`src/shared/ssa_cfg.svh`:
```
// Purpose: constants of the supply status annunciator
// Assumes: 250 MHz control clock
// Notes:   offsets are byte addresses on the plain register port
`ifndef SSA_CFG_SVH
`define SSA_CFG_SVH

`define SSA_ADDR_W          8
`define SSA_DATA_W          32
`define SSA_CUR_W           16

`define SSA_OFS_CTRL        8'h00
`define SSA_OFS_MAXCUR      8'h04
`define SSA_OFS_COND        8'h08
`define SSA_OFS_LEDS        8'h0C
`define SSA_OFS_ARCCNT      8'h10

`define SSA_CTRL_REDUCED    0
`define SSA_CTRL_ARC_CLR    1
`define SSA_MAXCUR_RST      16'hFFFF
`define SSA_ARCCNT_MAX      16'hFFFF
`define SSA_PLASMA_SHIFT    10

`define SSA_LED_N           10
`define SSA_LED_ARC         0
`define SSA_LED_RAMP        1
`define SSA_LED_SETPOINT    2
`define SSA_LED_PLASMA      3
`define SSA_LED_OUTPUT      4
`define SSA_LED_LIFE        5
`define SSA_LED_TEMP        6
`define SSA_LED_WATER       7
`define SSA_LED_VACUUM      8
`define SSA_LED_EXTRA       9
`define SSA_FAULT_N         5

`define SSA_TARGET_N        3
`define SSA_SEL_NONE        2'h0

`define SSA_FAULT_LIFE      0
`define SSA_FAULT_TEMP      1
`define SSA_FAULT_WATER     2
`define SSA_FAULT_VACUUM    3
`define SSA_FAULT_EXTRA     4

`define SSA_COND_ON         0
`define SSA_COND_CONTACT    1
`define SSA_COND_MATCH      2
`define SSA_COND_ARC        3
`define SSA_COND_RAMPING    4
`define SSA_COND_PAUSED     5
`define SSA_COND_PLASMA     6
`define SSA_COND_LIFE       7
`define SSA_ARCCNT_W        16

`define SSA_CLK_KHZ         250000
`define SSA_FLASH_HALF_MS   250
`define SSA_FLASH_HALF_CYC  (`SSA_FLASH_HALF_MS * `SSA_CLK_KHZ)

`endif

```
`src/shared/ssa_pkg.sv`:
```
// Purpose: types of the supply status annunciator
// Assumes: constants come from ssa_cfg.svh
// Notes:   state codes are one-hot
package ssa_pkg;
	typedef enum logic [2:0] {
		SSA_RAMP_IDLE   = 3'h1,
		SSA_RAMP_ACTIVE = 3'h2,
		SSA_RAMP_PAUSED = 3'h4
	} ssa_ramp_st_t;

	typedef enum logic {
		SSA_PANEL_STANDARD = 1'h0,
		SSA_PANEL_REDUCED  = 1'h1
	} ssa_panel_t;

	typedef logic [15:0] ssa_cur_t;
endpackage

```
`src/shared/ssa_ind_if.sv`:
```
// Purpose: signals shared by the annunciator and its helpers
// Assumes: one clock domain
// Notes:   blink and plasma_above are registered by their makers
interface ssa_ind_if;
	logic               blink;
	ssa_pkg::ssa_cur_t  current;
	ssa_pkg::ssa_cur_t  max_current;
	logic               plasma_above;

	modport flash (output blink);
	modport cmp   (input current, input max_current, output plasma_above);
	modport top   (input blink, input plasma_above, output current, output max_current);
endinterface

```
`src/verilog/ssa_annunciator.sv`:
```
// Purpose: status lines and panel indicators of the supply
// Assumes: condition inputs are synchronous to clk_i
// Notes:   all status lines and lamps come from flip-flops
`include "ssa_cfg.svh"

// Function
// - output-active line low while contactor closed and output on.
// - setpoint-reached line low while output on and equal to setpoint.
// - arc line low when overcurrent trip point is reached.
// - life-expired line low when selected target counter has run out.
// - two target-select lines jointly encode the selected target.
// - arc lights arc lamp, fires arc shutdown, sounds alarm.
// - ramp lamp steady while ramping, off once setpoint reached.
// - ramp lamp flashes while a ramp is paused.
// - setpoint lamp steady at setpoint, off when output off.
// - output on but off setpoint sounds alarm and, with plasma, flashes setpoint lamp.
// - setpoint lamp dark whenever plasma lamp is dark.
// - plasma lamp only when output on and current above 1/1024 max.
// - output lamp lit whenever output is turned on.
// - ten lamps on standard panel, nine on reduced panel.
module ssa_annunciator import ssa_pkg::*; #(
	parameter logic [31:0] FLASH_HALF_CYC = `SSA_FLASH_HALF_CYC
) (
	input  wire logic                      clk_i,
	input  wire logic                      rst_i,
	input  wire logic [`SSA_ADDR_W-1:0]    addr_i,
	input  wire logic [`SSA_DATA_W-1:0]    wdata_i,
	input  wire logic                      wr_i,
	input  wire logic                      rd_i,
	output logic [`SSA_DATA_W-1:0]         rdata_o,
	input  wire logic                      output_on_i,
	input  wire logic                      contactor_closed_i,
	input  wire logic                      setpoint_match_i,
	input  wire logic                      ramping_i,
	input  wire logic                      ramp_paused_i,
	input  wire logic                      overcurrent_trip_i,
	input  wire logic [`SSA_CUR_W-1:0]     output_current_i,
	input  wire logic [1:0]                target_sel_i,
	input  wire logic [`SSA_TARGET_N-1:0]  life_zero_i,
	input  wire logic [`SSA_FAULT_N-1:0]   fault_led_req_i,
	output logic                           output_active_n_o,
	output logic                           setpoint_reached_n_o,
	output logic                           arc_n_o,
	output logic                           life_expired_n_o,
	output logic                           target_select_line_a_o,
	output logic                           target_select_line_b_o,
	output logic [`SSA_LED_N-1:0]          led_o,
	output logic                           arc_shutdown_o,
	output logic                           alarm_o
);

	// counter selected by a target code; code zero selects nothing
	function automatic logic sel_life(input logic [1:0] sel,
		input logic [`SSA_TARGET_N-1:0] zero);
		logic r;
		r = 1'h0;
		if (sel != `SSA_SEL_NONE) begin
			r = zero[sel - 2'h1];
		end
		return r;
	endfunction

	function automatic logic hit(input logic [`SSA_ADDR_W-1:0] a,
		input logic [`SSA_ADDR_W-1:0] ofs);
		return a == ofs;
	endfunction

	ssa_ind_if ind ();

	ssa_flash_gen #(
		.HALF_CYC (FLASH_HALF_CYC)
	) u_flash (
		.clk_i (clk_i),
		.rst_i (rst_i),
		.ind   (ind.flash)
	);

	ssa_plasma_cmp u_cmp (
		.clk_i (clk_i),
		.rst_i (rst_i),
		.ind   (ind.cmp)
	);

	ssa_panel_t                panel_ff;
	logic [`SSA_CUR_W-1:0]     maxcur_ff;
	logic                      arc_latch_ff;
	logic                      trip_prev_ff;
	logic [`SSA_ARCCNT_W-1:0]  arccnt_ff;
	ssa_ramp_st_t              ramp_st_ff;
	ssa_ramp_st_t              nxt_ramp_st;
	logic                      plasma;
	logic                      on_active;
	logic                      arc_set;
	logic                      arc_clr;
	logic                      arc_edge;
	logic                      life_end;
	logic                      sp_flash;
	logic [`SSA_LED_N-1:0]     nxt_led;
	logic [`SSA_DATA_W-1:0]    nxt_rdata;
	logic [`SSA_LED_N-1:0]     led_ff;
	logic                      output_active_n_ff;
	logic                      setpoint_reached_n_ff;
	logic                      arc_n_ff;
	logic                      life_expired_n_ff;
	logic                      line_a_ff;
	logic                      line_b_ff;
	logic                      shutdown_ff;
	logic                      alarm_ff;
	logic [`SSA_DATA_W-1:0]    rdata_ff;

	assign ind.current     = output_current_i;
	assign ind.max_current = maxcur_ff;

	// register writes
	always_ff @(posedge clk_i) begin
		if (rst_i) begin
			panel_ff <= SSA_PANEL_STANDARD;
		end else if (wr_i && hit(addr_i, `SSA_OFS_CTRL)) begin
			panel_ff <= ssa_panel_t'(wdata_i[`SSA_CTRL_REDUCED]);
		end
	end

	always_ff @(posedge clk_i) begin
		if (rst_i) begin
			maxcur_ff <= `SSA_MAXCUR_RST;
		end else if (wr_i && hit(addr_i, `SSA_OFS_MAXCUR)) begin
			maxcur_ff <= wdata_i[`SSA_CUR_W-1:0];
		end
	end

	// clearing needs bit1, so panel mode writes leave the arc latch alone
	assign arc_clr = wr_i && hit(addr_i, `SSA_OFS_CTRL) && wdata_i[`SSA_CTRL_ARC_CLR];
	assign arc_set = overcurrent_trip_i;

	// arc latch
	// a trip in the clearing cycle still latches, so no arc is lost
	always_ff @(posedge clk_i) begin
		if (rst_i) begin
			arc_latch_ff <= 1'h0;
		end else if (arc_set) begin
			arc_latch_ff <= 1'h1;
		end else if (arc_clr) begin
			arc_latch_ff <= 1'h0;
		end
	end

	always_ff @(posedge clk_i) begin
		if (rst_i) begin
			trip_prev_ff <= 1'h0;
		end else begin
			trip_prev_ff <= overcurrent_trip_i;
		end
	end

	// rising edges only, so one long arc counts once
	assign arc_edge = overcurrent_trip_i && !trip_prev_ff;

	// saturating, so a noisy arc storm never wraps to a small count
	always_ff @(posedge clk_i) begin
		if (rst_i) begin
			arccnt_ff <= '0;
		end else if (arc_edge && arccnt_ff != `SSA_ARCCNT_MAX) begin
			arccnt_ff <= arccnt_ff + 16'h1;
		end
	end

	always_comb begin
		nxt_ramp_st = ramp_st_ff;
		case (ramp_st_ff)
			SSA_RAMP_IDLE: begin
				if (output_on_i && ramping_i && !setpoint_match_i) begin
					nxt_ramp_st = SSA_RAMP_ACTIVE;
				end
			end
			SSA_RAMP_ACTIVE: begin
				if (!output_on_i || setpoint_match_i) begin
					nxt_ramp_st = SSA_RAMP_IDLE;
				end else if (ramp_paused_i) begin
					nxt_ramp_st = SSA_RAMP_PAUSED;
				end
			end
			SSA_RAMP_PAUSED: begin
				if (!output_on_i || setpoint_match_i) begin
					nxt_ramp_st = SSA_RAMP_IDLE;
				end else if (!ramp_paused_i) begin
					nxt_ramp_st = SSA_RAMP_ACTIVE;
				end
			end
			default: begin
				nxt_ramp_st = SSA_RAMP_IDLE;
			end
		endcase
	end

	always_ff @(posedge clk_i) begin
		if (rst_i) begin
			ramp_st_ff <= SSA_RAMP_IDLE;
		end else begin
			ramp_st_ff <= nxt_ramp_st;
		end
	end

	assign plasma    = output_on_i && ind.plasma_above;
	assign on_active = output_on_i && contactor_closed_i;
	assign life_end  = sel_life(target_sel_i, life_zero_i);
	assign sp_flash  = output_on_i && !setpoint_match_i;

	always_comb begin
		nxt_led = '0;
		nxt_led[`SSA_LED_ARC] = arc_latch_ff;
		case (ramp_st_ff)
			SSA_RAMP_ACTIVE: nxt_led[`SSA_LED_RAMP] = 1'h1;
			SSA_RAMP_PAUSED: nxt_led[`SSA_LED_RAMP] = ind.blink;
			default:         nxt_led[`SSA_LED_RAMP] = 1'h0;
		endcase
		if (plasma) begin
			if (setpoint_match_i) begin
				nxt_led[`SSA_LED_SETPOINT] = 1'h1;
			end else if (sp_flash) begin
				nxt_led[`SSA_LED_SETPOINT] = ind.blink;
			end
		end
		nxt_led[`SSA_LED_PLASMA] = plasma;
		nxt_led[`SSA_LED_OUTPUT] = output_on_i;
		// fault lamps pass straight through, the extra one only on the standard panel; their flashing belongs to the fault logic
		nxt_led[`SSA_LED_LIFE]   = fault_led_req_i[`SSA_FAULT_LIFE];
		nxt_led[`SSA_LED_TEMP]   = fault_led_req_i[`SSA_FAULT_TEMP];
		nxt_led[`SSA_LED_WATER]  = fault_led_req_i[`SSA_FAULT_WATER];
		nxt_led[`SSA_LED_VACUUM] = fault_led_req_i[`SSA_FAULT_VACUUM];
		nxt_led[`SSA_LED_EXTRA]  = fault_led_req_i[`SSA_FAULT_EXTRA]
			&& (panel_ff == SSA_PANEL_STANDARD);
	end

	always_ff @(posedge clk_i) begin
		if (rst_i) begin
			led_ff <= '0;
		end else begin
			led_ff <= nxt_led;
		end
	end

	// status lines idle high, true low
	always_ff @(posedge clk_i) begin
		if (rst_i) begin
			output_active_n_ff    <= 1'h1;
			setpoint_reached_n_ff <= 1'h1;
			arc_n_ff              <= 1'h1;
			life_expired_n_ff     <= 1'h1;
		end else begin
			output_active_n_ff    <= !on_active;
			setpoint_reached_n_ff <= !(output_on_i && setpoint_match_i);
			arc_n_ff              <= !arc_latch_ff;
			life_expired_n_ff     <= !life_end;
		end
	end

	always_ff @(posedge clk_i) begin
		if (rst_i) begin
			line_a_ff <= 1'h1;
			line_b_ff <= 1'h1;
		end else begin
			line_a_ff <= !target_sel_i[0];
			line_b_ff <= !target_sel_i[1];
		end
	end

	always_ff @(posedge clk_i) begin
		if (rst_i) begin
			shutdown_ff <= 1'h0;
			alarm_ff    <= 1'h0;
		end else begin
			shutdown_ff <= arc_latch_ff;
			alarm_ff    <= arc_latch_ff || sp_flash;
		end
	end

	// register reads; unmapped addresses read zero
	always_comb begin
		nxt_rdata = '0;
		if (hit(addr_i, `SSA_OFS_CTRL)) begin
			nxt_rdata[`SSA_CTRL_REDUCED] = panel_ff;
			nxt_rdata[`SSA_CTRL_ARC_CLR] = arc_latch_ff;
		end else if (hit(addr_i, `SSA_OFS_MAXCUR)) begin
			nxt_rdata[`SSA_CUR_W-1:0] = maxcur_ff;
		end else if (hit(addr_i, `SSA_OFS_COND)) begin
			// live snapshot; the arc bit and the ramp state bits are held
			nxt_rdata[`SSA_COND_ON]      = output_on_i;
			nxt_rdata[`SSA_COND_CONTACT] = contactor_closed_i;
			nxt_rdata[`SSA_COND_MATCH]   = setpoint_match_i;
			nxt_rdata[`SSA_COND_ARC]     = arc_latch_ff;
			nxt_rdata[`SSA_COND_RAMPING] = (ramp_st_ff == SSA_RAMP_ACTIVE);
			nxt_rdata[`SSA_COND_PAUSED]  = (ramp_st_ff == SSA_RAMP_PAUSED);
			nxt_rdata[`SSA_COND_PLASMA]  = plasma;
			nxt_rdata[`SSA_COND_LIFE]    = life_end;
		end else if (hit(addr_i, `SSA_OFS_LEDS)) begin
			nxt_rdata[`SSA_LED_N-1:0] = led_ff;
		end else if (hit(addr_i, `SSA_OFS_ARCCNT)) begin
			nxt_rdata[`SSA_ARCCNT_W-1:0] = arccnt_ff;
		end
	end

	// read data stand for the one cycle after the strobe only
	always_ff @(posedge clk_i) begin
		if (rst_i) begin
			rdata_ff <= '0;
		end else if (rd_i) begin
			rdata_ff <= nxt_rdata;
		end else begin
			rdata_ff <= '0;
		end
	end

	assign rdata_o                = rdata_ff;
	assign led_o                  = led_ff;
	assign output_active_n_o      = output_active_n_ff;
	assign setpoint_reached_n_o   = setpoint_reached_n_ff;
	assign arc_n_o                = arc_n_ff;
	assign life_expired_n_o       = life_expired_n_ff;
	assign target_select_line_a_o = line_a_ff;
	assign target_select_line_b_o = line_b_ff;
	assign arc_shutdown_o         = shutdown_ff;
	assign alarm_o                = alarm_ff;
endmodule

```
`src/verilog/ssa_flash_gen.sv`:
```
// Purpose: shared flash toggle for the ramp and setpoint lamps
// Assumes: HALF_CYC is at least two
// Notes:   one toggle keeps the ramp and setpoint lamps in phase
`include "ssa_cfg.svh"
module ssa_flash_gen import ssa_pkg::*; #(
	parameter logic [31:0] HALF_CYC = `SSA_FLASH_HALF_CYC
) (
	input  wire logic  clk_i,
	input  wire logic  rst_i,
	ssa_ind_if.flash   ind
);
	logic [31:0] cnt_ff;
	logic        blink_ff;

	always_ff @(posedge clk_i) begin
		if (rst_i || cnt_ff == HALF_CYC - 32'h1) begin
			cnt_ff <= 32'h0;
		end else begin
			cnt_ff <= cnt_ff + 32'h1;
		end
	end

	always_ff @(posedge clk_i) begin
		if (rst_i) begin
			blink_ff <= 1'h0;
		end else if (cnt_ff == HALF_CYC - 32'h1) begin
			blink_ff <= ~blink_ff;
		end
	end

	assign ind.blink = blink_ff;
endmodule

```
`src/verilog/ssa_plasma_cmp.sv`:
```
// Purpose: plasma current threshold compare
// Assumes: max_current is the model's full-scale current
// Notes:   result lags the inputs by one clock
`include "ssa_cfg.svh"
module ssa_plasma_cmp import ssa_pkg::*; (
	input  wire logic  clk_i,
	input  wire logic  rst_i,
	ssa_ind_if.cmp     ind
);
	logic above_ff;

	always_ff @(posedge clk_i) begin
		if (rst_i) begin
			above_ff <= 1'h0;
		end else begin
			above_ff <= ind.current > (ind.max_current >> `SSA_PLASMA_SHIFT);
		end
	end

	assign ind.plasma_above = above_ff;
endmodule

```
`config.mk`:
```
export PLATFORM = sky130hd
export DESIGN_NAME = ssa_annunciator
export DESIGN_NICKNAME = d
export VERILOG_FILES = /design/src/shared/ssa_pkg.sv /design/src/shared/ssa_ind_if.sv /design/src/verilog/ssa_annunciator.sv /design/src/verilog/ssa_flash_gen.sv /design/src/verilog/ssa_plasma_cmp.sv
export VERILOG_INCLUDE_DIRS = /design/src /design/src/shared
export SDC_FILE = /design/constraint.sdc
export NUM_CORES = 1
export LEC_CHECK = 0
export BUFFER_PORTS_ARGS = -buffer_cell sky130_fd_sc_hd__buf_2
export CORE_UTILIZATION = 42
export CTS_CLUSTER_SIZE = 16
export DETAILED_ROUTE_END_ITERATION = 12
export PLACE_DENSITY = 0.75
export SLEW_MARGIN = 20
export SYNTH_ARGS = -nofsm -noshare
export SYNTH_HDL_FRONTEND = slang
export SYNTH_SLANG_ARGS = --single-unit
```
`constraint.sdc`:
```
create_clock -name clk_i -period 1.7 [get_ports clk_i]
set_input_delay 0.34 -clock clk_i [delete_from_list [all_inputs] [get_ports clk_i]]
set_output_delay 0.34 -clock clk_i [all_outputs]
set_load 0.05 [all_outputs]
```
=== Word-level counts from Yosys, hierarchy flattened ===
Index checks and enable logic that the tools add are counted.

* Bits in registers: 122
* Word-level logic and storage cells: 95
* Output and inout port bits: 50
* Bits of input ports: 76

* Bitwise logic cells: 4
* Equal/unequal tests: 12
* $lt $le $gt $ge: 2
* Reductions and logical operators: 31
* $add $sub $neg: 3
* Muxes and demuxes: 21

{| class="wikitable"
|+ Operators with widths
! kind !! number
|-
| adder 32 x 1 -> 32 bit (second input constant) || 1
|-
| == test 32 x 26 -> 1 bit (second input constant) || 1
|-
| 2-to-1 mux 16 bit || 2
|-
| adder 16 x 1 -> 16 bit (second input constant) || 1
|-
| == test 8 x 4 -> 1 bit (second input constant) || 2
|-
| greater-than comparator 16 x 6 -> 1 bit || 1
|-
| 2-to-1 mux 8 bit || 2
|-
| inequality test 16 bit (second input constant) || 1
|-
| 2-to-1 mux 3 bit || 5
|-
| logical AND 1 bit || 12
|-
| 2-to-1 mux 10 bit || 1
|-
| zero test 1 bit || 9
|-
| one-hot mux 3 bit (3 select lines) || 1
|-
| == test 8 x 3 -> 1 bit (second input constant) || 1
|-
| == test 8 x 5 -> 1 bit (second input constant) || 1
|-
| zero test 8 bit || 1
|-
| 2-to-1 mux 1 bit || 6
|-
| 2-to-1 mux 6 bit || 1
|-
| inequality test 3 bit (second input constant) || 2
|-
| NOT 1 bit || 4
|-
| nonzero test 2 bit || 2
|-
| OR reduction 2 bit || 2
|-
| == test 3 x 1 -> 1 bit (second input constant) || 1
|-
| == test 3 x 2 -> 1 bit (second input constant) || 1
|-
| 10 further kinds || 12
|}

=== Logic depth before layout (Yosys ltp) ===
Gate-level depths: netlist of run 1.

* Depth after elaboration: 7
* Gate-level depth with buffers: 8
* Depth with buffers taken out: 7

=== Modules after synthesis ===
Synthesis of run 1 repeated with hierarchy kept, for this count alone.

* Cell total of the unflattened synthesis: 615
* Area total of the unflattened synthesis: 5185.0 µm²

{| class="wikitable"
|+ Modules (own cells, without submodules)
! module !! area each (µm²) !! seq. area each (µm²) !! times used !! cells an instance
|-
| ssa_annunciator || 3239.4 || 1421.4 || 1 || 378
|-
| ssa_flash_gen || 1744.2 || 660.6 || 1 || 210
|-
| ssa_plasma_cmp || 201.4 || 20.0 || 1 || 27
|}

=== Worst setup path before layout of run 1 ===
Ideal clock, no wire load.

* Path kind: in2reg
* Start point: in addr_i[1]
* End point: reg maxcur_ff[10] (netlist: ind.max_current[10])
* Library setup time: 122 ps
* Required time: 1578 ps
* Slack: 32 ps
* Stages on the path: 6
* Path buffers: 1
* Arrival time: 1547 ps
* Cell sequence: or4_4 nor3_4 nand3_1 buf_2 nor3_1 a21oi_1

* Longest elaborated chain between the ends: 2

{| class="wikitable"
|+ Ends and longest elaborated chain
! element !! line !! text
|-
| from (decl) || ssa_annunciator.sv:26 || <nowiki>input wire logic [`SSA_ADDR_W-1:0] addr_i,</nowiki>
|-
| == test 8 x 3 -> 1 bit || ssa_annunciator.sv:65 || <nowiki>return a == ofs;</nowiki>
|-
| logical AND 1 bit || ssa_annunciator.sv:126 || <nowiki>end else if (wr_i && hit(addr_i, `SSA_OFS_MAXCUR)) begin</nowiki>
|-
| to (signal assigned) || ssa_annunciator.sv:125 || <nowiki>maxcur_ff <= `SSA_MAXCUR_RST;</nowiki>
|-
| to (signal assigned) || ssa_annunciator.sv:127 || <nowiki>maxcur_ff <= wdata_i[`SSA_CUR_W-1:0];</nowiki>
|-
| to (decl) || ssa_annunciator.sv:85 || <nowiki>logic [`SSA_CUR_W-1:0] maxcur_ff;</nowiki>
|}

No other way between the ends.
A chain may end at the register's enable or synchronous reset.

=== Final worst setup path of run 1 ===
* Start point: reg u_flash.cnt_ff[1]
* End point: reg u_flash.cnt_ff[12]

* Longest elaborated chain between the ends: 2
* Elaborated cells on any way between the ends: 3
* Classes of those cells: add/sub: 1; eq/ne: 1; reduce/logical: 1

{| class="wikitable"
|+ Ends and longest elaborated chain
! element !! line !! text
|-
| from (decl) || ssa_flash_gen.sv:12 || <nowiki>logic [31:0] cnt_ff;</nowiki>
|-
| from (signal assigned) || ssa_flash_gen.sv:19 || <nowiki>cnt_ff <= cnt_ff + 32'h1;</nowiki>
|-
| parallel branches: the longest is 2 deep, another holds adder 32 x 1 -> 32 bit || n/a ||
|}

Parallel ways; which one is timed is not known.

==> results of run 1 <==
[synthesized netlist by cell type, types with 11 or more instances]
master,count
a21oi_1,34
nand2_1,32
nand4_1,15
inv_1,18
xnor2_1,21
dfxtp_1,105
nor3_1,24
nor2_1,89
nand3_1,23
buf_4,19
o21ai_0,11
xor2_1,23
[layout make-up]
cell class	count	area share, %
multi-input cells	411	43.0
flip-flops and latches	105	32.8
repair buffers	157	16.0
clock buffers	10	3.56
well taps	143	2.78
inverters	19	1.11
clock inverters	6	0.816
[power by group]
group | internal, W | switching, W | leakage, nW | total [W]
logic | 0.000195 | 0.000368 | 1.66 | 0.000563
registers | 0.00250 | 0.0000283 | 0.855 | 0.00253
clock network | 0.00101 | 0.000954 | 0.131 | 0.00197
total | 0.00370 | 0.00135 | 2.64 | 0.00505
[what timing repair did]
item,CTS,global route
resized for setup,12,51
gates cloned,1,2
pin swaps,7,14
endpoints found under the setup margin,31,38
buffers inserted,5,5
[layer usage]
| metal | routed length, microns | part of all wire (%) |
|---|---|---|
| met4 | 195 | 1.5 |
| met1 | 5590 | 42 |
| met3 | 650 | 4.9 |
| met5 | 0 | 0 |
| met2 | 6780 | 51 |
[sequential cells by signal, indices dropped and copies added, names as in the netlist]
register and flops:
alarm_o 1, arc_latch_ff 1, arc_n_o 1, arccnt_ff 16
ind.max_current 16, led_o 10, life_expired_n_o 1, output_active_n_o 1
panel_ff 1, ramp_st_ff 3, rdata_o 16, setpoint_reached_n_o 1
target_select_line_a_o 1, target_select_line_b_o 1, trip_prev_ff 1, u_cmp.ind.plasma_above 1
u_flash.cnt_ff 32, u_flash.ind.blink 1
[per-stage QoR]
stage / TNS (ns) / cells / utilization, % / power [W] / hold WS [ns]
floorplan: 0 / 574 / - / 0.00294 / 0.402
global placement: -4.42 / 823 / 50.4 / 0.00306 / 0.453
detailed placement: -6.41 / 823 / 50.4 / 0.00308 / 0.451
CTS: 0 / 845 / 54.0 / 0.00502 / 0.179
global route: -4.33 / 851 / 56.6 / 0.00523 / 0.193
finish: -2.61 / 851 / 56.6 / 0.00505 / 0.183
[cell families after synthesis]
family	share of synthesized area, %
buffers and inverters	6.69
adders and majority gates	2.31
DFF	43.0
muxes	2.43
xor gates and xnor gates	7.89
and+or+nand+nor	26.9
AOI/OAI and AO/OA	10.7
other	0.0768
[worst max-delay path by stage]
stage                     slack [ns]                          from  depth (start not counted)                                to
after floorplan                 0.03                     addr_i[1]                          6  ind.max_current[10]$_SDFFE_PP1P_
after global placement         -0.14                     addr_i[1]                          6            rdata_o[13]$_SDFF_PP0_
after detailed placement       -0.17                     addr_i[1]                          7            rdata_o[12]$_SDFF_PP0_
after CTS                      0.001  u_flash.cnt_ff[1]$_SDFF_PP0_                          7     u_flash.cnt_ff[24]$_SDFF_PP0_
after global routing           -0.16  u_flash.cnt_ff[1]$_SDFF_PP0_                          8     u_flash.cnt_ff[28]$_SDFF_PP0_
final                          -0.10  u_flash.cnt_ff[1]$_SDFF_PP0_                          8     u_flash.cnt_ff[12]$_SDFF_PP0_
[worst register-to-register path, cell delays in order (launching register included)]
cell	delay, ns
dfxtp_2	0.36
ha_4	0.15
and3_4	0.21
nand3_4	0.08
nor4_4	0.36
or2_4	0.21
buf_6	0.12
clkbuf_16	0.15
nor2_1	0.05
==> flow_metrics.py, run 1 <==
metrics = {
    "sta": {
        "hold_violations": 0,
        "min_period_over_period_pct": 106,
        "clock_skew_ns": 0.0147,
        "setup_viol": 31,
        "drv_slew": 0,
        "fmax_mhz": 555,
        "rsz0062_at_grt": "yes",
        "setup_slack_ns": -0.102,
        "min_period_ns": 1.80,
    },
    "power_and_ir_drop": {
        "power.density_mw_per_mm2": 785,
        "p_leak_nw": 2.64,
        "peakVddDrop_uv": 689,
    },
    "synth": {
        "synthArstFlopShare_pct": 0,
        "synth-edff-count": 0,
        "syn_inst": 559,
        "synth_top_area_share_pct": 43.0,
        "synthTopCellsByArea": "dfxtp_1, nor2_1, xor2_1",
        "synth-seq-area-share_pct": 43.0,
        "syn_area_sq_mm": 0.00488,
        "yosysWarnings": 0,
        "ys_ff_latch": 105,
        "synth_top_area_cell": "dfxtp_1",
        "synthDistinctLibCells": 63,
        "avgSynthCellArea_sq_um": 8.74,
        "ys.flop_type": "dfxtp_1",
    },
    "global_route": {
        "grt_pass1_vias": 4443,
        "grt_start_max_net_pins": 44,
        "top_usage_layer": "met2",
        "grtUsageTotal_pct": 21.7,
        "met2_usage_pct": 38.3,
        "grt_overflow": 0,
        "grt_pass1_wl_microns": 20400,
        "grt_util_met1_pct": 26.5,
        "antenna_found_initial": 0,
        "met3_usage_pct": 3.14,
    },
    "placed_design": {
        "post_dp_cell_area_sq_mm": 0.00573,
        "gp_congestion": 0.869,
        "place_hpwl_microns": 9000,
        "place_ws_ns": -0.168,
        "portBuffers": 93,
    },
    "cells_and_area": {
        "n_fill_cell": 965,
        "multi_input_area_sq_mm": 0.00277,
        "nNetsFinal": 788,
        "diodes": 0,
        "regArea_sq_mm": 0.00211,
        "area_growth_pct": 31.8,
        "drive_gt1_share_pct": 33.6,
        "design_area_sq_mm": 0.00644,
        "final_cell_mix": "dfxtp_1, buf_2, nor2_1",
        "final_common_cell": "dfxtp_1",
    },
    "routing": {
        "ant_nets": 0,
        "vias_per_cell": 5.27,
        "routedWlPerCell_microns": 15.5,
        "firstDrtPassIters": 4,
        "drc": 0,
        "drtIter0Drc": 201,
        "routed_wl_microns": 13200,
        "via_count": 4489,
    },
    "critical_path": {
        "rrSetupSlack_ns": -0.10,
        "path_max_fanout": 8,
        "max_stage_delay_ns": 0.36,
        "crit_chain": "ha_4 -> and3_4 -> nand3_4 -> nor4_4 -> or2_4 -> buf_6 -> clkbuf_16 -> nor2_1",
        "critPathArrivalTime_ns": 2.04,
        "endpoint_kind": "register",
        "worstSetupStartpointType": "register",
        "reg2reg_depth": 8,
        "crit_slowest_cell": "dfxtp_2",
        "path_delay_family": "simple AND/OR/NAND/NOR gates",
        "worstReg2RegStart": "u_flash.cnt_ff[1]$_SDFF_PP0_",
        "r2r_end": "u_flash.cnt_ff[12]$_SDFF_PP0_",
        "cp.required_ns": 1.93,
        "worst-path-buf-inv": 2,
        "worstSetupPathType": "reg2reg",
    },
    "worst_hold_path": {
        "hold_end": "target_select_line_b_o$_SDFF_PP1_",
        "hold_path_class": "in2reg",
        "worst_hold_path.num_cells": 2,
        "min-delay-start": "target_sel_i[1]",
    },
    "clock_tree": {
        "tritoncts": "done",
        "clk_latency_ns": 0.35,
        "clock-sinks": 105,
        "path_clk_slew_ns": 0.08,
        "h-tree-depth": 3,
        "cts_root_buf": "clkbuf_16",
        "hold_buffers": 0,
        "cts_buffer_depth": 2,
        "cts_made_buffers": 9,
    },
    "floorplan": {
        "die-area_sq_mm": 0.0121,
        "die_h_microns": 110,
        "initial_core_util_pct": 43.0,
        "core_area_sq_mm": 0.0114,
        "io_pins": 126,
        "die_x_microns": 110,
        "rows": 39,
    },
    "status": {
        "status": "finished with violations",
        "violations": "setup timing",
    },
    "job": {
        "cap_violations": 0,
    },
}
Note: power is estimated with default switching activity, not from simulation.
==> run 2, diff against run 1 <==
REMOVE_ABC_BUFFERS = 1   (was default)
SLEW_MARGIN = 5   (was 20)
==> run 2 against run 1 <==
  * Sequential share of layout area grew 1.1 points
  * Largest power group unchanged
  * First-iteration DRC count shrank 17%
  * Highest routed layer unchanged
  * Worst hold slack lost 0.031 ns
  * The flow now finishes without violations
  * Sequential power is essentially flat
  * Combinational power shrank 7.5%
  * Clock skew shrank 0.0059 ns
==> flow_metrics.py, run 2 (same netlist as run 1, synthesis figures left out) <==
metrics = {
    "power_and_ir_drop": {
        "p_leak_nw": 2.59,
        "peakVddDrop_uv": 841,
        "power.density_mw_per_mm2": 833,
        "total_power_w": 0.00518,
    },
    "floorplan": {
        "initial_core_util_pct": 43.0,
        "rows": 39,
        "die_x_microns": 110,
        "die_h_microns": 110,
        "die-area_sq_mm": 0.0121,
        "io_pins": 126,
        "core_area_sq_mm": 0.0114,
    },
    "cells_and_area": {
        "largest_reg_flops": 32,
        "final_cells": 844,
        "n_fill_cell": 1011,
        "fin_util_pct": 54.7,
        "area_growth_pct": 27.5,
        "final_cell_mix": "dfxtp_1, buf_2, nor2_1",
        "final_common_cell": "dfxtp_1",
        "drive_gt1_share_pct": 29.8,
        "nNetsFinal": 781,
        "diodes": 0,
        "regMostFlops": "u_flash.cnt_ff",
    },
    "clock_tree": {
        "cts_root_buf": "clkbuf_16",
        "path_clk_slew_ns": 0.08,
        "h-tree-depth": 3,
        "clock-sinks": 105,
        "hold_buffers": 0,
        "tritoncts": "done",
        "cts_made_buffers": 9,
        "cts_buffer_depth": 2,
        "clk_latency_ns": 0.35,
    },
    "critical_path": {
        "rrSetupSlack_ns": 0.04,
        "r2r_end": "u_flash.cnt_ff[2]$_SDFF_PP0_",
        "worstSetupPathType": "reg2reg",
        "cp.required_ns": 1.94,
        "endpoint_kind": "register",
        "path_max_fanout": 15,
        "crit_end": "u_flash.cnt_ff[2]$_SDFF_PP0_",
        "worstSetupStartpointType": "register",
        "critPathLaunch": "u_flash.cnt_ff[0]$_SDFF_PP0_",
        "reg2reg_depth": 7,
        "worstReg2RegStart": "u_flash.cnt_ff[0]$_SDFF_PP0_",
        "critPathArrivalTime_ns": 1.90,
    },
    "global_route": {
        "grt_start_max_net_pins": 35,
        "grtUsageTotal_pct": 20.6,
        "grt_overflow": 0,
        "grt_pass1_wl_microns": 19100,
        "grt_pass1_vias": 4217,
        "antenna_found_initial": 0,
    },
    "routing": {
        "via_count": 4448,
        "drtIter0Drc": 167,
        "vias_per_cell": 5.27,
        "firstDrtPassIters": 4,
        "routedWlPerCell_microns": 14.7,
        "drc": 0,
        "routed_wl_microns": 12400,
        "ant_nets": 0,
    },
    "sta": {
        "clock_skew_ns": 0.00885,
        "setup_slack_ns": 0.0365,
        "drv_slew": 0,
        "min_period_over_period_pct": 97.9,
        "rsz0062_at_grt": "yes",
        "fmax_mhz": 601,
        "min_period_ns": 1.66,
        "hold_violations": 0,
        "setup_viol": 0,
    },
    "placed_design": {
        "place_hpwl_microns": 8960,
        "portBuffers": 93,
        "place_ws_ns": -0.223,
        "dp.cells": 820,
        "gp_congestion": 0.912,
    },
    "job": {
        "cap_violations": 0,
    },
    "worst_hold_path": {
        "hold_path_class": "in2reg",
    },
    "status": {
        "status": "complete, no violations",
    },
}
-- run 2: changes by cell type in the layout (fill, tap and decap cells not counted), moves of 3 or more --
cell and delta:
nor2_1 +14, nor2_2 -4, xor2_2 -3, nor2_4 -10, xor2_1 +3, buf_4 -6
-- run 2: area by class of cell --
cell class / instances / area, sq um / share of cell area [%]
clock buffers: 9 / 225 / 3.62
clock inverters: 7 / 85.1 / 1.37
inverters: 19 / 71.3 / 1.15
multi-input cells: 411 / 2600 / 41.8
flip-flops and latches: 105 / 2110 / 33.9
well taps: 143 / 179 / 2.87
repair buffers: 150 / 952 / 15.3
-- run 2: worst min path at each step --
stage	from	endpoint	slack, ns	cells after the start
5_1_grt	contactor_closed_i	output_active_n_o$_SDFF_PP1_	0.16	2
4_1_cts	contactor_closed_i	output_active_n_o$_SDFF_PP1_	0.14	2
6_report	contactor_closed_i	output_active_n_o$_SDFF_PP1_	0.15	2
3_3_place_gp	ind.max_current[3]$_SDFFE_PP1P_	rdata_o[3]$_SDFF_PP0_	0.47	2
2_1_floorplan	contactor_closed_i	output_active_n_o$_SDFF_PP1_	0.40	1
3_5_place_dp	ind.max_current[3]$_SDFFE_PP1P_	rdata_o[3]$_SDFF_PP0_	0.47	2
-- run 2: metrics by stage --
step	hold WS [ns]	cell area [sq um]	TNS (ns)
after floorplan	0.402	4680	-27.23
after global placement	0.473	5730	-4.85
after detailed placement	0.473	5730	-5.64
after CTS	0.141	6040	0
after global routing	0.156	6220	-2.94
final	0.152	6220	0
-- run 2: what timing repair did --
action / CTS / global route
endpoints found under the hold margin: 0 / 0
cloned: 0 / 1
resized for setup: 1 / 26
endpoints found under the setup margin: 17 / 38
pin swaps: 0 / 6
buffers inserted: 0 / 7
-- run 2: per-layer routing --
| layer | wire [microns] | share of wire (%) | vias up | track usage, % |
|---|---|---|---|---|
| met5 | 0 | 0 | - | 0 |
| met4 | 159 | 1.3 | 0 | 7.62 |
| met3 | 737 | 5.9 | 18 | 5.57 |
| met2 | 6370 | 51 | 137 | 35.8 |
| met1 | 5160 | 42 | 2102 | 24.0 |
| li1 | - | - | 2191 | - |
-- run 2: report_power, final --
group / switching [W] / total [W] / internal (W)
clock: 0.000969 / 0.00214 / 0.00117
sequential: 0.0000275 / 0.00252 / 0.00250
combinational: 0.000347 / 0.000521 / 0.000174
-- run 2: worst max-delay path, cell delays in order, from the launching register on --
cell and delay (ns):
dfxtp_4 0.36, ha_4 0.15, and3_4 0.19, nand3_1 0.09
nor4_2 0.32, or2_4 0.22, clkbuf_16 0.17, nor2_1 0.05
